`src/csl_regs.svh`:
```
`ifndef CSL_REGS_SVH
`define CSL_REGS_SVH
// Startup-source record word address in parameter flash
`define CSL_REC_ADDR       16'h0000
// Profile base addresses in parameter flash
`define CSL_FACTORY_BASE   16'h0100
`define CSL_USER_BASE      16'h0200
`define CSL_USER_STRIDE    16'h0100
// Selector field of the startup-source record
`define CSL_SEL_LSB        0
`define CSL_SEL_W          3
// Selector encodings
`define CSL_SEL_FACTORY    3'h0
`define CSL_SEL_USER0      3'h1
`define CSL_SEL_USER3      3'h4
// Number of settings words per profile
`define CSL_PROFILE_WORDS  8'h10
`endif

```
`src/csl_pkg.sv`:
```
package csl_pkg;
  typedef enum logic [2:0] {
    CSL_PROFILE_FACTORY,
    CSL_PROFILE_USER0,
    CSL_PROFILE_USER1,
    CSL_PROFILE_USER2,
    CSL_PROFILE_USER3
  } csl_profile_type;
endpackage : csl_pkg

```
`src/csl_flash_if.sv`:
```
`timescale 1ns/1ns
interface csl_flash_if;
  logic        req;
  logic [15:0] addr;
  logic        ack;
  logic [15:0] data;
  modport master (output req, output addr, input ack, input data);
  modport slave  (input req, input addr, output ack, output data);
endinterface : csl_flash_if

```
`src/csl_flash_port.sv`:
```
`timescale 1ns/1ns
// Registers one parameter-flash read; result comes out of a flip-flop
module csl_flash_port (
  input  wire logic  clk,        // Core clock
  input  wire logic  rst_n,      // Sync reset
  csl_flash_if.slave fl,         // Read request side
  output logic       pf_req,     // Flash read strobe
  output logic [15:0] pf_addr,   // Flash address
  input  wire logic  pf_ack,     // Flash data valid
  input  wire logic [15:0] pf_data // Flash data
);
  logic busy_q;
  logic ack_q;
  logic [15:0] data_q;
  always_ff @(posedge clk)
  begin
    if (!rst_n)
    begin
      busy_q <= 1'b0;
      ack_q  <= 1'b0;
      data_q <= 16'h0000;
    end
    else
    begin
      ack_q <= 1'b0;
      if (fl.req && !busy_q && !ack_q)
        busy_q <= 1'b1;
      else if (busy_q && pf_ack)
      begin
        busy_q <= 1'b0;
        ack_q  <= 1'b1;
        data_q <= pf_data;
      end
    end
  end
  assign pf_req  = busy_q;
  assign pf_addr = fl.addr;
  assign fl.ack  = ack_q;
  assign fl.data = data_q;
endmodule : csl_flash_port

```
`src/csl_loader.sv`:
```
`timescale 1ns/1ns
`include "csl_regs.svh"
// Behaviour
// RL1: Run full startup on power-up and on each full-restart command.
// RL2: First check program flash image; load it into logic when valid.
// RL3: Read startup-source record from parameter flash before any settings.
// RL4: Restore settings only from the profile the selector names.
// RL5: Profiles are factory (default) and user profiles 0 to 3.
// RL6: Accept host commands only once settings restore is finished.
// RL7: Full restart resets coax link engine and camera head.
// RL8: No valid image: stay in boot loader, skip restore, never report done.
module csl_loader (
  input  wire logic        CORE_CLK,      // 125 MHz core clock
  input  wire logic        RST_N,         // Power-up reset, sync, low
  input  wire logic        FULL_RESTART,  // Full-restart command pulse
  output logic             IMG_CHECK,     // Request image check
  input  wire logic        IMG_DONE,      // Image check finished
  input  wire logic        IMG_VALID,     // Image found valid
  output logic             IMG_LOAD,      // Request image load
  input  wire logic        IMG_LOADED,    // Image load finished
  output logic             PF_REQ,        // Parameter flash read strobe
  output logic [15:0]      PF_ADDR,       // Parameter flash address
  input  wire logic        PF_ACK,        // Parameter flash data valid
  input  wire logic [15:0] PF_DATA,       // Parameter flash data
  output logic             SET_WE,        // Settings word write
  output logic [7:0]       SET_IDX,       // Settings word index
  output logic [15:0]      SET_DATA,      // Settings word
  output logic [2:0]       PROFILE,       // Profile in use
  output logic             LINK_RST_N,    // Coax link engine reset
  output logic             HEAD_RST_N,    // Camera head reset
  output logic             BOOT_FAIL,     // Stuck in boot loader
  output logic             CMD_ENABLE     // Host commands accepted
);
  typedef enum {
    ST_RESET, ST_CHECK, ST_LOAD, ST_FAIL, ST_REC, ST_SET, ST_READY
  } csl_state_type;

  csl_state_type state_q;
  logic [7:0]    word_q;
  logic [15:0]   base_q;
  logic          rd_q;
  csl_pkg::csl_profile_type prof_q;
  logic [2:0]    sel;
  logic          pf_req_w;
  logic [15:0]   pf_addr_w;
  logic          port_rst_n;

  csl_flash_if fl ();

  // Restart also drops a read in flight, so no stale answer survives
  assign port_rst_n = RST_N && !FULL_RESTART; // RL7

  csl_flash_port u_port (
    .clk     (CORE_CLK),
    .rst_n   (port_rst_n),
    .fl      (fl),
    .pf_req  (pf_req_w),
    .pf_addr (pf_addr_w),
    .pf_ack  (PF_ACK),
    .pf_data (PF_DATA)
  );

  assign sel = fl.data[`CSL_SEL_LSB +: `CSL_SEL_W];

  // Record or profile word address
  always_comb
  begin
    fl.req  = rd_q;
    fl.addr = (state_q == ST_REC) ? `CSL_REC_ADDR
                                  : base_q + {8'h00, word_q};
  end

  always_ff @(posedge CORE_CLK)
  begin
    if (!RST_N || FULL_RESTART) // RL1 RL7
    begin
      state_q   <= ST_RESET;
      word_q    <= 8'h00;
      base_q    <= `CSL_FACTORY_BASE;
      rd_q      <= 1'b0;
      prof_q    <= csl_pkg::CSL_PROFILE_FACTORY;
    end
    else
    begin
      unique case (state_q)
        ST_RESET: state_q <= ST_CHECK; // RL2
        ST_CHECK:
          if (IMG_DONE)
            state_q <= IMG_VALID ? ST_LOAD : ST_FAIL; // RL2 RL8
        ST_LOAD:
          if (IMG_LOADED)
          begin
            state_q <= ST_REC; // RL3
            rd_q    <= 1'b1;
          end
        ST_FAIL: state_q <= ST_FAIL; // RL8
        ST_REC:
          if (fl.ack)
          begin
            rd_q  <= 1'b1;
            state_q <= ST_SET;
            // Out-of-range selectors fall back to the factory profile
            if (sel >= `CSL_SEL_USER0 && sel <= `CSL_SEL_USER3) // RL4 RL5
            begin
              prof_q <= csl_pkg::csl_profile_type'(sel);
              base_q <= `CSL_USER_BASE
                      + `CSL_USER_STRIDE * {13'h0000, sel - 3'h1};
            end
            else
            begin
              prof_q <= csl_pkg::CSL_PROFILE_FACTORY; // RL5
              base_q <= `CSL_FACTORY_BASE;
            end
          end
          else
            rd_q <= 1'b0;
        ST_SET:
          if (fl.ack)
          begin
            if (word_q == `CSL_PROFILE_WORDS - 8'h01)
            begin
              state_q <= ST_READY; // RL6
              rd_q    <= 1'b0;
            end
            else
            begin
              word_q <= word_q + 8'h01;
              rd_q   <= 1'b1;
            end
          end
          else
            rd_q <= 1'b0;
        ST_READY: state_q <= ST_READY;
      endcase
    end
  end

  always_ff @(posedge CORE_CLK)
  begin
    if (!RST_N || FULL_RESTART)
    begin
      IMG_CHECK  <= 1'b0;
      IMG_LOAD   <= 1'b0;
      PF_REQ     <= 1'b0;
      PF_ADDR    <= 16'h0000;
      SET_WE     <= 1'b0;
      SET_IDX    <= 8'h00;
      SET_DATA   <= 16'h0000;
      PROFILE    <= 3'h0;
      LINK_RST_N <= 1'b0; // RL7
      HEAD_RST_N <= 1'b0; // RL7
      BOOT_FAIL  <= 1'b0;
      CMD_ENABLE <= 1'b0;
    end
    else
    begin
      IMG_CHECK  <= (state_q == ST_CHECK);
      IMG_LOAD   <= (state_q == ST_LOAD);
      PF_REQ     <= pf_req_w;
      PF_ADDR    <= pf_addr_w;
      SET_WE     <= (state_q == ST_SET) && fl.ack; // RL4
      SET_IDX    <= word_q;
      SET_DATA   <= fl.data;
      PROFILE    <= prof_q;
      LINK_RST_N <= 1'b1;
      HEAD_RST_N <= (state_q != ST_CHECK) && (state_q != ST_RESET);
      BOOT_FAIL  <= (state_q == ST_FAIL); // RL8
      CMD_ENABLE <= (state_q == ST_READY); // RL6
    end
  end
endmodule : csl_loader

```
`config.mk`:
```
export PLATFORM = sky130hd
export DESIGN_NAME = csl_loader
export DESIGN_NICKNAME = d
export VERILOG_FILES = /design/src/csl_pkg.sv /design/src/csl_flash_if.sv /design/src/csl_flash_port.sv /design/src/csl_loader.sv
export VERILOG_INCLUDE_DIRS = /design/src
export SDC_FILE = /design/constraint.sdc
export NUM_CORES = 1
export LEC_CHECK = 0
export BUFFER_PORTS_ARGS = -buffer_cell sky130_fd_sc_hd__buf_4
export CAP_MARGIN = 0
export CELL_PAD_IN_SITES_DETAIL_PLACEMENT = 0
export CELL_PAD_IN_SITES_GLOBAL_PLACEMENT = 1
export CORE_ASPECT_RATIO = 0.5
export CORE_MARGIN = 2
export CORE_UTILIZATION = 42
export CTS_BUF_LIST = sky130_fd_sc_hd__clkbuf_4
export CTS_CLUSTER_DIAMETER = 50
export CTS_CLUSTER_SIZE = 30
export DETAILED_ROUTE_END_ITERATION = 6
export GPL_ROUTABILITY_DRIVEN = 0
export PLACE_DENSITY = 0.85
export SLEW_MARGIN = 20
export SYNTH_ARGS = -nofsm -noshare
export SYNTH_HDL_FRONTEND = slang
export SYNTH_HIERARCHICAL = 1
export SYNTH_SLANG_ARGS = --single-unit
```
`constraint.sdc`:
```
create_clock -name CORE_CLK -period 2.5 [get_ports CORE_CLK]
set_clock_uncertainty 0.2 [all_clocks]
set_input_delay 0.375 -clock CORE_CLK [delete_from_list [all_inputs] [get_ports CORE_CLK]]
set_output_delay 0.375 -clock CORE_CLK [all_outputs]
set_load 0.05 [all_outputs]
```
Yosys cells after proc, flatten, opt, wreduce, memory -nomap -nowiden
Index checks and enable logic that the tools add are counted.
{"block": "word_totals", "regBits": 129, "in_bits": 23, "elab_cells": 89}
{"block": "classes", "n_addsub": 4, "magnitude_cmp": 2, "n_eq_ne": 19, "muxes": 18, "bitwise_logic": 3, "reduce_logical": 23}
{"operator": "32-bit case mux with 7 select lines", "n": 1}
{"operator": "32-bit by 3-bit equality test with 1-bit output (second input constant)", "n": 5}
{"operator": "32-bit two-way mux", "n": 5}
{"operator": "32-bit by 2-bit equality test with 1-bit output (second input constant)", "n": 3}
{"operator": "32-bit by 4-bit equality test with 1-bit output (second input constant)", "n": 3}
{"operator": "32-bit by 1-bit equality test with 1-bit output (second input constant)", "n": 1}
{"operator": "32-bit zero test", "n": 1}
{"operator": "32-bit by 2-bit inequality test with 1-bit output (second input constant)", "n": 1}
{"operator": "32-bit nonzero test", "n": 1}
{"operator": "16-bit by 8-bit adder with 16-bit output", "n": 1}
{"operator": "10-bit by 11-bit adder with 12-bit output (first input constant)", "n": 1}
{"operator": "12-bit two-way mux", "n": 1}
{"operator": "1-bit two-way mux", "n": 9}
{"operator": "8-bit by 1-bit adder with 8-bit output (second input constant)", "n": 1}
{"operator": "8-bit by 4-bit equality test with 1-bit output (second input constant)", "n": 1}
{"operator": "1-bit logical AND", "n": 7}
{"operator": "2-bit inequality test (second input constant)", "n": 3}
{"operator": "2-bit AND reduction", "n": 3}
{"operator": "5-bit AND reduction", "n": 1}
{"operator": "1-bit zero test", "n": 4}
{"operator": "2-bit by 1-bit inequality test with 1-bit output (second input constant)", "n": 2}
{"operator": "2-bit OR reduction", "n": 2}
{"operator": "3-bit by 1-bit >= comparator with 1-bit output (second input constant)", "n": 1}
{"operator": "3-bit less-or-equal comparator (second input constant)", "n": 1}
{"operator": "other kinds (8)", "n": 10}

Longest topological paths before layout
Gate-level depths: netlist of the first run.
{"block": "depth", "word_depth": 5, "depth_mapped": 8}

Hierarchy
Netlist of the first run, hierarchy kept.
{"mod": "csl_loader", "n_inst": 1, "cells_each": 235, "area_each_um2": 2377.3, "seq_area_each_um2": 1401.3}
{"mod": "csl_flash_port", "n_inst": 1, "cells_each": 96, "area_each_um2": 863.3, "seq_area_each_um2": 360.3}

Worst setup path before layout of the first run
No wires, ideal clock.
{"block": "synth_path", "path_type": "in2reg", "from": "input FULL_RESTART", "to": "register u_port.data_q[11], in the netlist u_port/fl.data[11]", "setup_ns": 0.067, "t_arrival_ns": 1.593, "t_required_ns": 2.233, "path_slack_ns": 0.640, "stages": 8, "path_buffers": 4, "cell_sequence": "nand2b_1 -> clkbuf_1 -> inv_1 -> clkbuf_1 -> buf_2 -> buf_2 -> nand4_1 -> o21ai_2"}
{"block": "synth_between", "elab_chain_len": 2}
{"element": "from (decl)", "line": "csl_loader.sv:15", "rtl": "input wire logic FULL_RESTART,"}
{"element": "1-bit zero test", "line": "csl_loader.sv:51", "rtl": "assign port_rst_n = RST_N && !FULL_RESTART;"}
{"element": "1-bit logical AND", "line": "csl_loader.sv:51"}
{"element": "net port_rst_n", "line": "csl_loader.sv:46", "rtl": "logic port_rst_n;"}
{"element": "to (signal assigned)", "line": "csl_flash_port.sv:32", "rtl": "data_q <= pf_data;"}
{"element": "to (decl)", "line": "csl_flash_port.sv:14", "rtl": "logic [15:0] data_q;"}
The timed path passes the listed nets, and every way through them passes these cells.
A chain may end at the register's enable or synchronous reset.

==> results of run 1 <==
==> stage by stage <==
stage | total power, W | utilization (%) | hold WS, ns
6_report | 0.002290 | 54.51 | 0.08158
5_1_grt | 0.002398 | 54.51 | 0.04718
4_1_cts | 0.002328 | 54.51 | 0.04934
3_5_place_dp | 0.001552 | 50.49 | 0.2487
3_3_place_gp | 0.001550 | 50.49 | 0.2378
2_1_floorplan | 0.001512 | - | 0.2209
==> where the power goes <==
part / internal, W / switching, W
logic: 0.0000597 / 0.0000657
registers: 0.00141 / 0.00000629
clock network: 0.000341 / 0.000409
total: 0.00181 / 0.000481
==> state kept, by name, indices dropped and copies added (netlist names), named ones only <==
register and count:
u_port/fl.data 16, HEAD_RST_N 1, fl.req 1, BOOT_FAIL 1
SET_DATA 16, PF_REQ 1, word_q 8, SET_WE 1
base_q 4, LINK_RST_N 1, u_port/pf_req 1, PF_ADDR 16
SET_IDX 8, CMD_ENABLE 1, u_port/fl.ack 1, prof_q 3
state_q 2, IMG_LOAD 1, IMG_CHECK 1, PROFILE 3
==> synth_stat cells, types with 4 or more instances <==
master    instances
dfxtp_1          88
and2_1           42
nand2_1          28
nor2_1           21
buf_4            20
nand4_1          17
nor2b_1          11
clkbuf_1         10
o21ai_0          10
o21ai_2          10
inv_1             9
nor3_1            9
xnor2_1           6
a21oi_1           5
ha_1              5
a22o_1            4
buf_2             4
nand2b_1          4
nand3_1           4
==> worst paths after layout <==
| check | startpoint | to |
|---|---|---|
| hold / removal | IMG_VALID | state_q[0]$_SDFFE_PN0P_ |
| setup reg to reg | flop | base_q[9]$_SDFFE_PN0P_ |
| hold reg to reg | u_port/fl.data[5]$_SDFFE_PN0P_ | u_port/fl.data[5]$_SDFFE_PN0P_ |
| setup / recovery | flop | base_q[9]$_SDFFE_PN0P_ |
==> layout make-up <==
| cell class | instances | share of cell area (%) |
|---|---|---|
| inverters | 9 | 0.8370 |
| well taps | 96 | 2.976 |
| clock inverters | 1 | 0.7440 |
| clock buffers | 13 | 2.418 |
| repair buffers | 96 | 19.22 |
| flip-flops and latches | 88 | 43.65 |
| multi-input cells | 201 | 30.16 |
==> routing by layer <==
metal / vias to the layer above / share of wire, %
met5: - / 0
met4: 0 / 1.8
met3: 11 / 6.1
met2: 64 / 45
met1: 1028 / 47
li1: 1227 / -
==> what timing repair did <==
action | 4_1_cts | 5_1_grt
endpoints found under the setup margin | 0 | 0
hold buffers | 17 | 0
setup buffers | 0 | 0
hold endpoints to repair | 17 | 0
==> logic make-up after synthesis <==
| logic type | Yosys count |
|---|---|
| AND/OR/NAND/NOR | 146 |
| multiplexers | 2 |
| XOR/XNOR | 6 |
| adder cells (fa/ha/maj) | 5 |
| buffers and inverters | 45 |
| AO/OA/AOI/OAI | 38 |
| other | 1 |
| flip-flops | 88 |
==> worst max-delay path, stage by stage (launching register included) <==
cell and delay [ns]:
dfxtp_1 0.61, nand2_1 0.14, or3_1 0.42, nor4_2 0.41
a22o_1 0.21
==> impl_metrics.json, run 1 <==
{
  "status": "finished, final reports clean",
  "core-area_mm2": 0.007405,
  "p_leak_nw": 1.699,
  "worstSetupPathType": "flop to flop",
  "cts_max_level": 3,
  "synth_edf_count": 0,
  "clockBufferDepth": 2,
  "synth_area_leader_cell": "dfxtp_1",
  "grt_pass1_vias": 2297,
  "async_flop_share_pct": 0,
  "ir_worst_vdd_v": 0.0003497,
  "holdPathStages": 3,
  "path_max_fanout": 15,
  "max-slew-margin-rel_pct": 65.93,
  "numCtsBuffers": 9,
  "layout_min_cycle_time_ns": 2.030,
  "synth-xor-area-share_pct": 1.622,
  "ys_seq_area_share_pct": 54.36,
  "cts_tree": "done",
  "vias": 2330,
  "synth_cell_types": 38,
  "placedCellCount": 473,
  "endpoint_kind": "flop",
  "tns_ns": 0,
  "cts_sinks": 88,
  "synth_seq_cells": 88,
  "dp_hpwl_mm": 4.130,
  "grt_start_max_net_pins": 43,
  "fill_cells": 652,
  "finalInstanceArea_mm2": 0.004036,
  "synthAdderAreaFrac_pct": 1.931,
  "drv_slew": 0,
  "gr-usage-met1_pct": 18.34,
  "layout_common_cells": "dfxtp_1 (88), buf_4 (78), and2_1 (42)",
  "hp-class": "primary input to flop",
  "finalSetupViolCount": 0,
  "clkLatencyLatePin_ns": 0.43,
  "cts_root_buf": "clkbuf_4",
  "synth-compound-area-share_pct": 8.417,
  "io_pins": 74,
  "final_common_cell": "dfxtp_1",
  "stdcell_count": 504,
  "synth-simple-area-share_pct": 24.48,
  "powerDensity_mw_per_mm2": 567.3,
  "grt_pass1_wl_mm": 10.29,
  "nets": 433,
  "fmax_mhz": 492.6,
  "startpoint_type": "flop",
  "yosysTopAreaCellShare_pct": 54.36,
  "cts_resized": 0,
  "die-width_um": 128.2,
  "drv_cap": 0,
  "drcViolationCount": 0,
  "synth_area_mm2": 0.003241,
  "r2r_slack_ns": 0.47,
  "clkTransAtPathRegs_ns": 0.11,
  "die_area_mm2": 0.008477,
  "min_period_over_period_pct": 81.20,
  "grt_util_met3_pct": 6.311,
  "antenna_found_initial": 0,
  "reg2regPathDepth": 4,
  "grt_usage_pct": 15.72,
  "worst_pin_slew_ns": 0.4981,
  "place_worst_setup_slack_ns": 0.5311,
  "synth.area.mux_share_pct": 0.6564,
  "yosysWarnings": 6,
  "crit_required_ns": 2.68,
  "port-buffer-count": 73,
  "drive_gt1_share_pct": 26.47,
  "synth_area_per_cell_um2": 9.790,
  "seq_area_mm2": 0.001762,
  "synth_top_family_by_area": "simple AND/OR/NAND/NOR gates",
  "syn_to_final_growth_pct": 24.56,
  "placed_cell_area_mm2": 0.003739,
  "postRouteWirelength_mm": 6.008,
  "synth_cells": 331,
  "rsz0062_at_grt": "false",
  "antenna_left": 0,
  "synth.area.top_cells": "dfxtp_1 (54%), and2_1 (8.1%), buf_4 (4.6%), nand4_1 (3.3%), nand2_1 (3.2%)",
  "overflow": 0,
  "start_util_pct": 43.76,
  "multi_input_area_mm2": 0.001217,
  "worstPathArrival_ns": 2.21,
  "grt_busiest_layer": "met2",
  "die_height_um": 66.11,
  "firstDrtPassIters": 4,
  "hold_viol": 0,
  "use_met2_pct": 25.53,
  "setup_ws_ns": 0.4699,
  "viasPerCell": 4.623,
  "ys_dominant_reg_cell": "dfxtp_1",
  "placementRows": 22,
  "antenna_cells": 0,
  "wire_per_inst_um": 11.92,
  "drt-initial-drc-count": 120
}
Power figures use the tool's default switching activity.
==> inputs of run 2 (changes only) <==
Clock period 2.5 ns to 1.92 ns, I/O delays scaled along.
==> impl_metrics.json, run 2 (synthesis results as in run 1) <==
{
  "viasPerCell": 4.732,
  "tns_ns": 0,
  "cts_setup_buffers": 0,
  "nets": 441,
  "grt_start_max_net_pins": 33,
  "postRouteWirelength_mm": 6.436,
  "setup_ws_ns": 0.1089,
  "intPower_w": 0.002208,
  "firstDrtPassIters": 5,
  "clockBufferDepth": 2,
  "status": "finished, final reports clean",
  "fill_cells": 661,
  "cts_max_level": 3,
  "pwr-share-seq_pct": 64.6,
  "wire_per_inst_um": 12.57,
  "final_common_cell": "dfxtp_1",
  "finalSetupViolCount": 0,
  "drive_gt1_share_pct": 27.16,
  "max-slew-margin-rel_pct": 55.26,
  "grt_pass1_wl_mm": 10.84,
  "die_area_mm2": 0.008477,
  "endpoint_kind": "flop",
  "numCtsBuffers": 9,
  "path_max_fanout": 5,
  "cts_root_buf": "clkbuf_4",
  "comb_power_share_pct": 6.1,
  "antenna_found_initial": 0,
  "crit_required_ns": 2.04,
  "drv_cap": 0,
  "clkPwrFrac_pct": 29.3,
  "clkTransAtPathRegs_ns": 0.11,
  "multi_input_area_mm2": 0.001236,
  "die_height_um": 66.11,
  "hp-class": "primary input to flop",
  "p_leak_nw": 1.729,
  "io_pins": 74,
  "worst_pin_slew_ns": 0.6650,
  "p_switching_w": 0.0006381,
  "antenna_left": 0,
  "clkLatencyLatePin_ns": 0.42,
  "dp_hpwl_mm": 4.318,
  "min_period_over_period_pct": 94.33,
  "rsz0062_at_grt": "false",
  "drcViolationCount": 0,
  "seq_area_mm2": 0.001762,
  "overflow": 0,
  "fmax_mhz": 552.2,
  "drv_slew": 0,
  "hold_viol": 0,
  "grt_pass1_vias": 2400,
  "grt_usage_pct": 16.63,
  "layout_min_cycle_time_ns": 1.811,
  "powerDensity_mw_per_mm2": 697.7,
  "cts_tree": "done",
  "worstSetupPathType": "flop to flop",
  "place_worst_setup_slack_ns": 0.03365,
  "die-width_um": 128.2,
  "ir_worst_vdd_v": 0.0003917,
  "placementRows": 22,
  "antenna_cells": 0,
  "worstPathArrival_ns": 1.93,
  "p_sw_share_pct": 22.42,
  "start_util_pct": 43.76,
  "cts_sinks": 88,
  "layout_common_cells": "dfxtp_1 (88), buf_4 (85), and2_1 (42)",
  "startpoint_type": "flop",
  "drt-initial-drc-count": 176,
  "syn_to_final_growth_pct": 25.87,
  "port-buffer-count": 73,
  "core-area_mm2": 0.007405,
  "vias": 2423
}
==> run 2: cell count changes in the layout (fill, tap and decap cells not counted), moves of 2 or more <==
cell and delta:
buf_4 +7, dlygate4sd3_1 +2, nor4_2 -2, nor4_4 +2
==> run 2: critical path: stages, from the launching register on <==
cell and delay [ns]:
dfxtp_1 0.33, ha_1 0.21, and3_1 0.24, a2111oi_1 0.50
xnor2_1 0.18, nor2_1 0.05
==> run 2: stage by stage <==
step	utilization (%)	hold WS [ns]	power (W)	cells	cell area (um2)
floorplan	-	0.2209	0.001969	334	3252
global placement	50.93	0.2381	0.002019	479	3771
detailed placement	50.93	0.2454	0.002022	479	3771
CTS	54.83	0.1294	0.002891	512	4060
global route	55.09	0.2068	0.002978	512	4079
finish	55.09	0.1988	0.002846	512	4079
==> run 2: layout make-up <==
class / count / area share, %
Clock inverter: 2 / 0.2147
Multi-Input combinational cell: 201 / 30.31
Sequential cell: 88 / 43.19
Clock buffer: 12 / 2.209
Tap cell: 96 / 2.945
Timing Repair Buffer: 104 / 20.31
Inverter: 9 / 0.8282
==> run 2: path summary, 6_finish.rpt <==
kind	slack, ns	cells after the start	to	startpoint
setup / recovery	0.11	5	word_q[7]$_SDFFE_PN0P_	word_q[0]$_SDFFE_PN0P_
hold / removal	0.20	5	state_q[1]$_SDFFE_PN0P_	RST_N
setup reg to reg	0.11	5	word_q[7]$_SDFFE_PN0P_	word_q[0]$_SDFFE_PN0P_
hold reg to reg	0.26	2	u_port/fl.data[5]$_SDFFE_PN0P_	u_port/fl.data[5]$_SDFFE_PN0P_
==> run 2: power groups by stage <==
stage               sequential [W]  combinational, W  clock (W)
floorplan                  0.00190         0.0000668          0
global placement           0.00188          0.000140          0
detailed placement         0.00188          0.000142          0
CTS                        0.00184          0.000173   0.000879
global route               0.00184          0.000187   0.000949
finish                     0.00184          0.000173   0.000834
==> run 2: timing repair <==
item                                    CTS  global route
hold buffers                             19             0
hold endpoints to repair                 20             0
resized for setup                         0             3
endpoints found under the setup margin    0             6
==> run 2: metal layers <==
metal / up-vias / track usage [%] / wire length, um
li1: 1245 / - / -
met1: 1105 / 19.59 / 2924
met2: 62 / 27.79 / 3046
met3: 11 / 5.583 / 356
met4: 0 / 7.692 / 109
met5: - / 0 / 0
==> inputs of run 3 (changes only) <==
Settings changed: ABC_AREA from default to 1, CORE_UTILIZATION 42 to 41.
==> impl_metrics.json, run 3 <==
{
  "status": "finished, final reports clean",
  "holdPathStages": 6,
  "synth_area_leader_cell": "dfxtp_1",
  "critPathSlowestCell": "dlygate4sd3_1",
  "yosysWarnings": 6,
  "start_util_pct": 42.61,
  "firstDrtPassIters": 4,
  "antenna_left": 0,
  "path_max_fanout": 21,
  "port-buffer-count": 73,
  "layout_common_cells": "dfxtp_1 (87), buf_4 (81), nor2_1 (71)",
  "grt_pass1_wl_mm": 11.01,
  "ir_worst_vdd_v": 0.0002594,
  "cp_slowest_stage_delay_ns": 0.58,
  "r2r_slack_ns": 0.22,
  "layout_min_cycle_time_ns": 1.816,
  "fill_cells": 766,
  "yosysTopAreaCellShare_pct": 51.13,
  "reg2regPathDepth": 4,
  "r2r-start": "u_port/pf_req$_SDFFE_PN0P_",
  "rr_endpoint": "u_port/fl.data[5]$_SDFFE_PN0P_",
  "drt-initial-drc-count": 136,
  "synth_seq_cells": 88,
  "final_util_pct": 55.22,
  "drcViolationCount": 0,
  "path_delay_family": "buffers and inverters",
  "rsz0062_at_grt": "false",
  "grt_usage_pct": 15.60,
  "crit_buf_inv": 4,
  "hold_start": "IMG_VALID",
  "die-width_um": 133.7,
  "p_leak_nw": 1.859,
  "antenna_cells": 0,
  "clkLatencyLatePin_ns": 0.44,
  "die_height_um": 68.83,
  "final_common_cell": "dfxtp_1",
  "overflow": 0,
  "grt_pass1_vias": 2439,
  "io_pins": 74,
  "cp_common_cell": "dlygate4sd3_1",
  "placementRows": 23,
  "hold_viol": 0,
  "synth_area_per_cell_um2": 8.466,
  "synth.area.top_cells": "dfxtp_1 (51%), nor2_1 (7.8%), inv_1 (6.6%), nand2_1 (4.8%), buf_4 (4.6%)",
  "finalSetupViolCount": 0,
  "synth_edf_count": 0,
  "synth_most_common_cell": "dfxtp_1",
  "core-area_mm2": 0.008087,
  "worstSetupPathType": "primary input to flop",
  "clkTransAtPathRegs_ns": 0.12,
  "startpoint_type": "primary input",
  "endpoint_kind": "flop",
  "tns_ns": 0,
  "synth_cell_types": 35,
  "ys_dominant_reg_cell": "dfxtp_1",
  "min_period_over_period_pct": 94.56,
  "clockBufferDepth": 2,
  "min_to": "state_q[0]$_SDFFE_PN0P_",
  "hp-class": "primary input to flop",
  "cts_max_level": 3,
  "fmax_mhz": 550.8,
  "wire_per_inst_um": 10.92,
  "async_flop_share_pct": 0,
  "synth_cells": 407,
  "dp_hpwl_mm": 4.300,
  "cts_root_buf": "clkbuf_4",
  "postRouteWirelength_mm": 6.769,
  "crit_required_ns": 2.12,
  "path_cells": "dlygate4sd3_1 > buf_4 > nor2_4 > buf_12 > nand4_1 > dlygate4sd3_1 > nand2_1",
  "die_area_mm2": 0.009198,
  "synth_area_mm2": 0.003446,
  "drv_slew": 0,
  "drive_gt1_share_pct": 27.36,
  "vias": 2704,
  "drv_cap": 0,
  "cts_sinks": 88,
  "cts_tree": "done",
  "powerDensity_mw_per_mm2": 693.1,
  "antenna_found_initial": 0,
  "syn_to_final_growth_pct": 29.59,
  "viasPerCell": 4.361,
  "worstPathArrival_ns": 2.01,
  "ys_seq_area_share_pct": 51.13,
  "grt_start_max_net_pins": 42,
  "synth_commonest_cells": "dfxtp_1 (88), nor2_1 (72), inv_1 (61)",
  "numCtsBuffers": 9,
  "nets": 531
}
-- run 3: changes by cell type after synthesis, moves of 10 or more --
cell     previous run  this run
nand3_2             0        11
nor2b_1            11         0
nand3_1             4        18
o21ai_0            10         0
and2_1             42         0
nand2_1            28        44
nor2_1             21        72
inv_1               9        61
-- run 3: worst max path at each step --
stage / startpoint / end / slack, ns / cells past startpoint
6_report: FULL_RESTART / u_port/fl.data[15]$_SDFFE_PN0P_ / 0.10 / 7
5_1_grt: FULL_RESTART / u_port/fl.data[5]$_SDFFE_PN0P_ / 0.05 / 7
4_1_cts: FULL_RESTART / u_port/fl.data[14]$_SDFFE_PN0P_ / 0.02 / 7
3_5_place_dp: word_q[0]$_SDFFE_PN0P_ / word_q[4]$_SDFFE_PN0P_ / 0.25 / 9
3_3_place_gp: word_q[0]$_SDFFE_PN0P_ / word_q[4]$_SDFFE_PN0P_ / 0.32 / 9
2_1_floorplan: u_port/fl.data[0]$_SDFFE_PN0P_ / base_q[10]$_SDFFE_PN0P_ / 0.36 / 8
-- run 3: repair_timing --
action	CTS	global route
hold buffers	33	1
gates resized for setup	0	2
endpoints found under the hold margin	22	1
buffers inserted	0	3
setup endpoints to repair	0	16
-- run 3: logic make-up (layout without fill, tap and decap cells) --
group                      count (synthesis)  in the layout  synth area share (%)
adders and majority gates                  5              5                 1.816
xor gates and xnor gates                   3              3                0.7627
other                                      1              4                0.1088
buffers and inverters                    103            201                 15.32
AOI/OAI and AO/OA                         26             26                 5.193
and+or+nand+nor                          181            181                 25.67
DFF                                       88             88                 51.13
-- run 3: final cells by class --
cell class,instances,area [um2],share of cell area (%)
Inverter,68,256.5,5.744
Tap cell,112,140.1,3.138
Clock inverter,4,45.04,1.009
Timing Repair Buffer,117,996.0,22.30
Clock buffer,12,90.09,2.017
Multi-Input combinational cell,219,1175,26.31
Sequential cell,88,1763,39.48
-- run 3: layer usage --
layer | part of all wire (%) | track usage [%] | up-vias
li1 | - | - | 1432
met1 | 47 | 18.87 | 1207
met2 | 46 | 26.03 | 55
met3 | 4.8 | 5.336 | 10
met4 | 1.7 | 6.782 | 0
met5 | 0 | 0 | -
-- run 3: stage by stage --
step                      total power, W  hold slack (ns)  instances  instance area, um2  setup slack (ns)
after floorplan                 0.002005           0.2051        410                3457            0.3599
after global placement          0.002061           0.2134        566                3939            0.3154
final                           0.003095          0.08372        620                4466            0.1044
after CTS                       0.003115         0.003208        615                4404           0.01875
after global routing            0.003219           0.1234        620                4466           0.04844
after detailed placement        0.002060           0.2144        566                3939            0.2501
-- run 3: power breakdown --
group | internal [W] | switching (W) | leakage, nW | total [W]
combinational | 0.000101 | 0.000120 | 1.07 | 0.000220
clock | 0.000436 | 0.000593 | 0.0811 | 0.00103
sequential | 0.00184 | 0.00000882 | 0.711 | 0.00185
total | 0.00237 | 0.000722 | 1.86 | 0.00310
-- run 3: tightest hold or removal path, delay by kind of cell --
family	cells	cell delay, ns
AND/OR/NAND/NOR	5	0.33
buffers and inverters	1	0.08
